**src/logic/core_decode_pkg.sv**
```systemverilog
// Purpose: shared constants and types for the instruction decoder
// Assumes: 14-bit instruction words, 8-bit data, 16-bit pointers
// Notes:   opcodes held as whole-word values and upper-bit prefix matches
package core_decode_pkg;

  localparam int IW_W   = 14;
  localparam int DW     = 8;
  localparam int PTR_W  = 16;
  localparam int PC_W   = 15;
  localparam int FA_W   = 7;

  // fixed whole-word opcodes
  localparam logic [13:0] OP_NOP     = 14'h0000;
  localparam logic [13:0] OP_SWRESET = 14'h0001;
  localparam logic [13:0] OP_CALL_BY_WORKING_REG   = 14'h000a;
  localparam logic [13:0] OP_BRW     = 14'h000b;
  localparam logic [13:0] OP_OPTLOAD = 14'h0062;
  localparam logic [13:0] OP_STANDBY = 14'h0063;

  // prefix matches, compared against the upper bits shown
  localparam logic [9:0]  PFX_IND_MOVE = 10'h001;   // iw[13:4]
  localparam logic [5:0]  PFX_RETLIT   = 6'h34;     // iw[13:8]
  localparam logic [6:0]  PFX_ADDPTR   = 7'h62;     // iw[13:7]
  localparam logic [5:0]  PFX_INDEXED  = 6'h3f;     // iw[13:8]
  localparam logic [2:0]  PFX_JUMP     = 3'h5;      // iw[13:11]
  localparam logic [5:0]  PFX_LITOR    = 6'h38;     // iw[13:8]
  localparam logic [5:0]  PFX_REGOR    = 6'h04;     // iw[13:8]
  localparam logic [5:0]  PFX_INCREMENT_FILE     = 6'h0a;     // iw[13:8]
  localparam logic [5:0]  PFX_DECSKIP  = 6'h0b;     // iw[13:8]
  localparam logic [5:0]  PFX_INCSKIP  = 6'h0f;     // iw[13:8]

  // field positions
  localparam int FLD_DEST   = 7;
  localparam int FLD_PSEL   = 6;
  localparam int FLD_IPSEL  = 2;
  localparam int FLD_WRDIR  = 3;

  // modifier encodings
  localparam logic [1:0] MOD_PRE_INC  = 2'h0;
  localparam logic [1:0] MOD_PRE_DEC  = 2'h1;
  localparam logic [1:0] MOD_POST_INC = 2'h2;
  localparam logic [1:0] MOD_POST_DEC = 2'h3;

  localparam logic [7:0]  W_RESET    = 8'h00;
  localparam logic [7:0]  OPT_RESET  = 8'hff;
  localparam logic [15:0] PTR_RESET  = 16'h0000;
  localparam logic [14:0] PC_RESET   = 15'h0000;
  localparam logic [13:0] FETCH_NOP  = 14'h0000;

  typedef enum logic [1:0] {
    ST_EXEC  = 2'b00,
    ST_FLUSH = 2'b01,
    ST_XTRA  = 2'b10,
    ST_HALT  = 2'b11
  } exec_state_e;

  // data-file request issued by the decoder
  typedef struct packed {
    logic              wr;
    logic              rd;
    logic [PTR_W-1:0]  addr;
    logic              ind;
    logic [DW-1:0]     wdata;
  } file_req_s;

endpackage : core_decode_pkg

```
**src/logic/fetch_latch.sv**
```systemverilog
// Purpose: holds the prefetched instruction word
// Assumes: program memory data valid in the cycle of its fetch
// Notes:   a flush swaps the word for a no-op
`timescale 1ns/1ps
`default_nettype none
module fetch_latch
  import core_decode_pkg::*;
(
  input  wire logic            sys_clk,
  input  wire logic            rst_b,
  input  wire logic            ce,
  input  wire logic            load,
  input  wire logic            flush,
  input  wire logic [IW_W-1:0] word_in,
  output logic      [IW_W-1:0] word_out
);

  logic [IW_W-1:0] next_word;

  always_comb begin
    next_word = word_out;
    if (flush)
      next_word = FETCH_NOP;
    else if (load)
      next_word = word_in;
  end

  always_ff @(posedge sys_clk) begin
    if (!rst_b)
      word_out <= FETCH_NOP;
    else if (ce)
      word_out <= next_word;
  end

endmodule : fetch_latch
`default_nettype wire

```
**src/logic/insn_decoder.sv**
```systemverilog
// Purpose: decode and execute 14-bit core instruction words
// Assumes: file reads return data combinationally in the same cycle
// Notes:   one instruction cycle per sys_clk with ce high
//
// Function
// - standby, software reset, no-op take one cycle
// - option load copies W, flags untouched
// - branch by W takes two cycles
// - call by W takes two cycles
// - return with literal loads W, two cycles
// - add literal to selected pointer, one cycle
// - indirect read move updates zero flag
// - indirect write move leaves flags alone
// - indexed read at pointer plus signed offset
// - indexed write at pointer plus signed offset
// - pc change or true skip adds no-op
// - accessed address top bit set adds a cycle, except on a true skip
// - skip-on-zero stores result, no flags
// - dest bit picks W or file
// - jump loads low eleven bits plus page
// - literal or into W sets zero
// - register or to destination sets zero
// - increment file to destination sets zero
// - modifier codes select pre/post inc/dec
// - indirect register redirects to pointed address
// - pointers wrap across full sixteen bits
// - pointer modification leaves flags alone
`timescale 1ns/1ps
`default_nettype none
module insn_decoder
  import core_decode_pkg::*;
#(
  parameter int IND0_ADDR = 0,
  parameter int IND1_ADDR = 1
) (
  input  wire logic            sys_clk,
  input  wire logic            rst_b,
  input  wire logic            ce,
  input  wire logic [IW_W-1:0] prog_data,
  input  wire logic [DW-1:0]   file_rdata,
  input  wire logic [DW-1:0]   page_latch_register,
  output logic      [PC_W-1:0] prog_addr,
  output file_req_s            file_req,
  output logic      [DW-1:0]   work_reg,
  output logic      [DW-1:0]   option_reg,
  output logic      [PTR_W-1:0] ptr0,
  output logic      [PTR_W-1:0] ptr1,
  output logic                 zero_flag,
  output logic                 standby,
  output logic                 soft_reset,
  output logic      [PC_W-1:0] ret_addr
);

  exec_state_e      state;
  exec_state_e      next_state;
  logic [IW_W-1:0]  iw;
  logic [PC_W-1:0]  pc;
  logic [PC_W-1:0]  next_pc;
  logic [PC_W-1:0]  stack_top;
  logic [PC_W-1:0]  next_stack_top;
  logic [DW-1:0]    next_w;
  logic [DW-1:0]    next_opt;
  logic [PTR_W-1:0] next_p0;
  logic [PTR_W-1:0] next_p1;
  logic             next_z;
  logic             next_standby;
  logic             next_soft_reset;
  file_req_s        next_req;
  logic             flush;
  logic             load_fetch;

  // decoded classes
  logic is_ind_move;
  logic is_indexed;
  logic is_addptr;
  logic sel_ptr;
  logic [PTR_W-1:0] cur_ptr;
  logic [PTR_W-1:0] eff_addr;
  logic [PTR_W-1:0] ptr_after;
  logic [FA_W-1:0]  faddr;
  logic             f_is_ind;
  logic             f_ind_sel;

  function automatic logic [DW-1:0] lo_byte(input logic [IW_W-1:0] w);
    lo_byte = w[7:0];
  endfunction : lo_byte

  always_comb begin
    // bit 3 carries the direction, so it stays out of the match
    is_ind_move = (iw[13:4] == PFX_IND_MOVE);
    is_indexed  = (iw[13:8] == PFX_INDEXED);
    is_addptr   = (iw[13:7] == PFX_ADDPTR);
    sel_ptr     = is_ind_move ? iw[FLD_IPSEL] : iw[FLD_PSEL];
    faddr       = iw[FA_W-1:0];
    // file address 0/1 names an indirect data register
    f_is_ind    = (faddr == FA_W'(IND0_ADDR)) ||
                  (faddr == FA_W'(IND1_ADDR));
    f_ind_sel   = (faddr == FA_W'(IND1_ADDR));
    if (is_ind_move || is_indexed || is_addptr)
      cur_ptr = sel_ptr ? ptr1 : ptr0;
    else
      cur_ptr = f_ind_sel ? ptr1 : ptr0;
  end

  pointer_math u_ptr (
    .ptr            (cur_ptr),
    .modifier_field (iw[1:0]),
    .offset         (iw[5:0]),
    .indexed        (is_indexed),
    .add_only       (is_addptr),
    .eff_addr       (eff_addr),
    .ptr_after      (ptr_after)
  );

  fetch_latch u_fetch (
    .sys_clk  (sys_clk),
    .rst_b    (rst_b),
    .ce       (ce),
    .load     (load_fetch),
    .flush    (flush),
    .word_in  (prog_data),
    .word_out (iw)
  );

  always_comb begin
    logic [DW-1:0] res;
    logic          to_file;
    logic          ind_access;
    res             = '0;
    to_file         = 1'b0;
    ind_access      = 1'b0;
    next_state      = state;
    next_pc         = pc;
    next_stack_top  = stack_top;
    next_w          = work_reg;
    next_opt        = option_reg;
    next_p0         = ptr0;
    next_p1         = ptr1;
    next_z          = zero_flag;
    next_standby    = standby;
    next_soft_reset = 1'b0;
    next_req        = '0;
    flush           = 1'b0;
    load_fetch      = 1'b0;
    case (state)
      ST_EXEC: begin
        load_fetch = 1'b1;                      // prefetch
        next_pc    = PC_W'(pc + 15'h0001);
        if (iw == OP_NOP) begin
          next_state = ST_EXEC;
        end else if (iw == OP_STANDBY) begin
          next_standby = 1'b1;
          next_state   = ST_HALT;
        end else if (iw == OP_SWRESET) begin
          next_soft_reset = 1'b1;
        end else if (iw == OP_OPTLOAD) begin
          next_opt = work_reg;                  // no flag change
        end else if (iw == OP_BRW) begin
          next_pc = PC_W'(pc + {7'h00, work_reg});
          flush   = 1'b1;
        end else if (iw == OP_CALL_BY_WORKING_REG) begin
          next_stack_top = pc;
          next_pc = {page_latch_register[6:0], work_reg};
          flush   = 1'b1;
        end else if (iw[13:8] == PFX_RETLIT) begin
          next_w  = lo_byte(iw);
          next_pc = stack_top;
          flush   = 1'b1;
        end else if (iw[13:11] == PFX_JUMP) begin
          next_pc = {page_latch_register[6:3], iw[10:0]};
          flush   = 1'b1;
        end else if (is_addptr) begin
          if (sel_ptr) next_p1 = ptr_after;
          else next_p0 = ptr_after;
        end else if (is_ind_move || is_indexed) begin
          next_req.addr = eff_addr;
          next_req.ind  = 1'b1;
          ind_access    = eff_addr[PTR_W-1];
          if (is_ind_move) begin
            if (sel_ptr) next_p1 = ptr_after;
            else next_p0 = ptr_after;
          end
          if ((is_ind_move && iw[FLD_WRDIR]) ||
              (is_indexed && iw[FLD_DEST])) begin
            next_req.wr    = 1'b1;              // flags kept
            next_req.wdata = work_reg;
          end else begin
            next_req.rd = 1'b1;
            next_w = file_rdata;
            next_z = (file_rdata == 8'h00);
          end
        end else if (iw[13:8] == PFX_LITOR) begin
          next_w = work_reg | lo_byte(iw);
          next_z = (next_w == 8'h00);
        end else if (iw[13:8] == PFX_REGOR || iw[13:8] == PFX_INCREMENT_FILE ||
                     iw[13:8] == PFX_DECSKIP ||
                     iw[13:8] == PFX_INCSKIP) begin
          to_file = iw[FLD_DEST];
          if (iw[13:8] == PFX_REGOR)
            res = work_reg | file_rdata;
          else if (iw[13:8] == PFX_DECSKIP)
            res = DW'(file_rdata - 8'h01);
          else
            res = DW'(file_rdata + 8'h01);
          if (iw[13:8] == PFX_REGOR || iw[13:8] == PFX_INCREMENT_FILE)
            next_z = (res == 8'h00);
          else if (res == 8'h00)
            flush = 1'b1;                       // skip
          next_req.rd = 1'b1;
          next_req.ind = f_is_ind;
          next_req.addr = f_is_ind ? cur_ptr : {9'h000, faddr};
          ind_access = f_is_ind && cur_ptr[PTR_W-1];
          if (to_file) begin                    // dest bit
            next_req.wr    = 1'b1;
            next_req.wdata = res;
          end else begin
            next_w = res;
          end
        end
        if (flush)
          next_state = ST_FLUSH;
        else if (ind_access) begin
          next_state = ST_XTRA;
          next_pc    = pc;
          load_fetch = 1'b0;
        end
      end
      ST_FLUSH: begin
        // second cycle runs as no-op while refetching
        load_fetch = 1'b1;
        next_pc    = PC_W'(pc + 15'h0001);
        next_state = ST_EXEC;
      end
      ST_XTRA: begin
        load_fetch = 1'b1;
        flush      = 1'b0;
        next_pc    = PC_W'(pc + 15'h0001);
        next_state = ST_EXEC;
      end
      ST_HALT: begin
        next_state = ST_HALT;
      end
      default: next_state = ST_EXEC;
    endcase
  end

  always_ff @(posedge sys_clk) begin
    if (!rst_b) begin
      state      <= ST_EXEC;
      pc         <= PC_RESET;
      stack_top  <= PC_RESET;
      work_reg   <= W_RESET;
      option_reg <= OPT_RESET;
      ptr0       <= PTR_RESET;
      ptr1       <= PTR_RESET;
      zero_flag  <= 1'b0;
      standby    <= 1'b0;
      soft_reset <= 1'b0;
      file_req   <= '0;
    end else if (ce) begin
      state      <= next_state;
      pc         <= next_pc;
      stack_top  <= next_stack_top;
      work_reg   <= next_w;
      option_reg <= next_opt;
      ptr0       <= next_p0;
      ptr1       <= next_p1;
      zero_flag  <= next_z;
      standby    <= next_standby;
      soft_reset <= next_soft_reset;
      file_req   <= next_req;
    end
  end

  always_comb begin
    prog_addr = pc;
    ret_addr  = stack_top;
  end
endmodule : insn_decoder
`default_nettype wire

```
**src/logic/pointer_math.sv**
```systemverilog
// Purpose: indirect pointer arithmetic for moves and adds
// Assumes: 16-bit pointers, wrapping at both ends
// Notes:   purely combinational
`timescale 1ns/1ps
`default_nettype none
module pointer_math
  import core_decode_pkg::*;
(
  input  wire logic [PTR_W-1:0] ptr,
  input  wire logic [1:0]       modifier_field,
  input  wire logic [5:0]       offset,
  input  wire logic             indexed,
  input  wire logic             add_only,
  output logic      [PTR_W-1:0] eff_addr,
  output logic      [PTR_W-1:0] ptr_after
);

  logic [PTR_W-1:0] step;
  logic [PTR_W-1:0] sext;

  always_comb begin
    sext = {{(PTR_W-6){offset[5]}}, offset};
    step = modifier_field[0] ? 16'hffff : 16'h0001;
    // modulo 2^16 sums give the wrap at both bounds
    if (indexed) begin
      eff_addr  = PTR_W'(ptr + sext);
      ptr_after = ptr;
    end else if (add_only) begin
      eff_addr  = ptr;
      ptr_after = PTR_W'(ptr + {10'h000, offset});
    end else if (!modifier_field[1]) begin
      eff_addr  = PTR_W'(ptr + step);   // pre forms
      ptr_after = eff_addr;
    end else begin
      eff_addr  = ptr;                  // post forms
      ptr_after = PTR_W'(ptr + step);
    end
  end

endmodule : pointer_math
`default_nettype wire

```
**config.mk**
```make
export PLATFORM = sky130hd
export DESIGN_NAME = insn_decoder
export DESIGN_NICKNAME = d
export VERILOG_FILES = /design/src/logic/core_decode_pkg.sv /design/src/logic/fetch_latch.sv /design/src/logic/insn_decoder.sv /design/src/logic/pointer_math.sv
export SDC_FILE = /design/constraint.sdc
export NUM_CORES = 1
export LEC_CHECK = 0
export BUFFER_PORTS_ARGS = -buffer_cell sky130_fd_sc_hd__buf_2
export CORE_ASPECT_RATIO = 1.1
export CORE_MARGIN = 4
export CORE_UTILIZATION = 59
export CTS_CLUSTER_SIZE = 10
export DETAILED_ROUTE_END_ITERATION = 8
export GPL_ROUTABILITY_DRIVEN = 0
export PLACE_DENSITY_LB_ADDON = 0.05
export SYNTH_ARGS = -nofsm -noshare
export SYNTH_HDL_FRONTEND = slang
export SYNTH_HIERARCHICAL = 1
export SYNTH_SLANG_ARGS = --single-unit
```
**constraint.sdc**
```tcl
create_clock -name sys_clk -period 6.6 [get_ports sys_clk]
set_input_delay 1.98 -clock sys_clk [delete_from_list [all_inputs] [get_ports sys_clk]]
set_output_delay 1.98 -clock sys_clk [all_outputs]
set_load 0.05 [all_outputs]
```
==> impl_metrics.json <==
{
  "status": "finished, final reports clean",
  "syn_area_um2": 10100,
  "synth-edff-count": 0,
  "path_max_fanout": 17,
  "whs_ns": 0.459,
  "cts_tree": "yes",
  "finalInstanceArea_um2": 11300,
  "gr-total-overflow": 0,
  "numClockSinks": 124,
  "placed_cell_area_um2": 10800,
  "grt_pass1_wl_um": 52300,
  "vias_per_cell": 6.70,
  "worst_setup_path_end_kind": "flop",
  "nets": 1483,
  "timing.final.hold_violations": 0,
  "cts_buffers": 17,
  "cts_setup_buffers": 0,
  "yosys_warnings": 6,
  "power_density_nw_per_um2": 286,
  "root_buffer": "clkbuf_16",
  "rows": 49,
  "fin_crit_sh_pct": 90.0,
  "synth.yosys.seq_area_share_pct": 24.6,
  "vias": 10841,
  "async_flop_share_pct": 0,
  "drt-initial-drc-count": 1202,
  "maxCapViolCount": 0,
  "hp-start": "ptr0[0]",
  "drt-total-wl_um": 33400,
  "final-seq-area_um2": 2480,
  "fillers": 1507,
  "coreArea_um2": 16600,
  "antenna_found_initial": 0,
  "crit_type": "reg -> reg",
  "fin_tns_setup_ns": 0,
  "ios": 141,
  "cp_num_buf_inv": 0,
  "slowest_stage": "or2_1",
  "crit_path_cell_trace": "nor4_4 -> nand4_1 -> a31oi_1 -> or2_1 -> mux2_2 -> ha_1 -> a21oi_1 -> o21ai_0 -> a221oi_1 -> nand2_1 -> xor2_1 -> a22oi_1 -> xnor2_1 -> nand2_1 -> and3_1 -> o21ai_0 -> a21oi_1 -> o21a_2 -> o22ai_1",
  "die_width_um": 133,
  "maxSlewViolCount": 0,
  "hp-class": "reg -> reg",
  "worstPathArrival_ns": 6.23,
  "fmax_mhz": 168,
  "grt_max_degree": 79,
  "n_antenna_cell": 0,
  "ir_worst_vdd_v": 0.000192,
  "rr_startpoint": "u_fetch/word_out[10]",
  "power.leakage_nw": 4.60,
  "worstPathRequired_ns": 6.89,
  "drive_gt1_share_pct": 18.9,
  "synthTopCellsByArea": "dfxtp_1 (25%), nand2_1 (6.2%), a21oi_1 (5.7%)",
  "synth.most_common_cell": "nand2_1",
  "cts.htree.levels": 4,
  "largestRegisters": "file_req: 27 flops, ptr0: 16 flops, ptr1: 16 flops",
  "syn_inst": 1311,
  "timing.final.ws_setup_ns": 0.663,
  "io_buffers": 139,
  "regMostFlops": "file_req",
  "ys_ff_latch": 124,
  "drc": 0,
  "ys.flop_type": "dfxtp_1",
  "syn_to_final_growth_pct": 12.3,
  "clock_path_buffers": 2,
  "grt.total_usage_pct": 32.9,
  "cp_top_family": "compound AO/OA/AOI/OAI gates",
  "die_area_um2": 19300,
  "ctsResizeCount": 0,
  "initial_core_util_pct": 61.0,
  "crit_start": "u_fetch/word_out[10]",
  "rsz0062_at_grt": "false",
  "die_h_um": 145,
  "place_hpwl_um": 23500,
  "yosys-top-cells-count": "nand2_1 (166), dfxtp_1 (124), a21oi_1 (115)",
  "hold_buffers": 0,
  "largest_reg_flops": 27,
  "slew_headroom_pct": 14.5,
  "synth_top_area_share_pct": 24.6,
  "syn-mean-instance-area_um2": 7.70,
  "setup_violations": 0,
  "cp_slowest_stage_delay_ns": 0.70,
  "yosysTopAreaCell": "dfxtp_1",
  "drt_first_pass_iters": 6,
  "syn_nets": 1394,
  "cp-start-kind": "flop",
  "skew_ns": 0.00875,
  "tightest_slew_ns": 1.27,
  "fin_crit_ns": 5.94,
  "synth_cell_types": 108,
  "clk_latency_ns": 0.43,
  "path_clk_slew_ns": 0.06,
  "multi_input_area_um2": 7100,
  "grt_pass1_vias": 10100,
  "ant_nets": 0,
  "dp_slack_ns": 0.792,
  "fin_util_pct": 68.5,
  "wire_per_inst_um": 20.7
}
==> where the power goes <==
| group | switching, mW | internal [mW] | leakage (nW) |
|---|---|---|---|
| combinational | 0.941 | 0.467 | 3.33 |
| clock | 0.409 | 0.492 | 0.262 |
| sequential | 0.130 | 0.805 | 1.00 |
==> per-stage QoR <==
step | instances | total power, mW
after global routing | 1617 | 3.40
after CTS | 1617 | 3.21
after detailed placement | 1585 | 2.31
final | 1617 | 3.24
after floorplan | 1311 | 1.99
after global placement | 1585 | 2.30
==> kinds of logic (layout without fill, tap and decap cells) <==
family | Yosys count | in the layout | share of synthesized area [%]
muxes | 65 | 65 | 6.66
adders and majority gates | 50 | 50 | 6.50
buffers and inverters | 118 | 220 | 5.21
and+or+nand+nor | 455 | 455 | 21.8
DFF | 124 | 124 | 24.6
AOI/OAI and AO/OA | 461 | 461 | 31.9
xor gates and xnor gates | 38 | 38 | 3.30
==> final timing paths <==
check | end | slack, ns | depth (start not counted)
setup / recovery | u_fetch/word_out[6] | 0.66 | 19
hold / removal | ptr0[0] | 0.46 | 2
setup reg to reg | u_fetch/word_out[6] | 0.66 | 19
hold reg to reg | ptr0[0] | 0.46 | 2
==> worst register-to-register path, stage by stage, from the launching register on <==
cell      delay [ns]
dfxtp_1         0.43
nor4_4          0.51
nand4_1         0.29
a31oi_1         0.34
or2_1           0.70
mux2_2          0.50
ha_1            0.40
a21oi_1         0.21
o21ai_0         0.11
a221oi_1        0.31
nand2_1         0.11
xor2_1          0.24
a22oi_1         0.15
xnor2_1         0.18
nand2_1         0.13
and3_1          0.28
o21ai_0         0.11
a21oi_1         0.31
o21a_2          0.36
o22ai_1         0.14
==> cell usage in the layout (no fill, tap or decap), types with 14 or more instances in the layout <==
cell type  count
xnor2_1       26
mux2i_1       48
nand2_1      166
o2bb2ai_1     15
a22oi_1       21
mux2_2        17
o21ai_0       71
inv_1         30
nor3_1        19
a21oi_1      115
o211ai_1      23
nand3_1       49
buf_4         16
buf_2        139
a211oi_1      15
and2_1        18
ha_1          46
a31oi_1       14
nor2_1       109
dfxtp_1      124
clkbuf_16     17
o22ai_1       23
==> per-layer routing <==
layer / part of all wire, % / vias to the layer above / track usage (%)
li1: - / 5089 / -
met1: 39 / 5097 / 38.6
met2: 49 / 517 / 56.8
met3: 6.6 / 138 / 5.30
met4: 5.4 / 0 / 18.7
met5: 0 / - / 0
==> layout make-up <==
| type | instances | share of cell area, % |
|---|---|---|
| Clock buffer | 17 | 3.75 |
| Clock inverter | 15 | 1.13 |
| Inverter | 33 | 1.09 |
| Multi-Input combinational cell | 1069 | 62.7 |
| Sequential cell | 124 | 21.9 |
| Tap cell | 204 | 2.25 |
| Timing Repair Buffer | 155 | 7.20 |
Note: power is estimated with default switching activity, not from simulation.
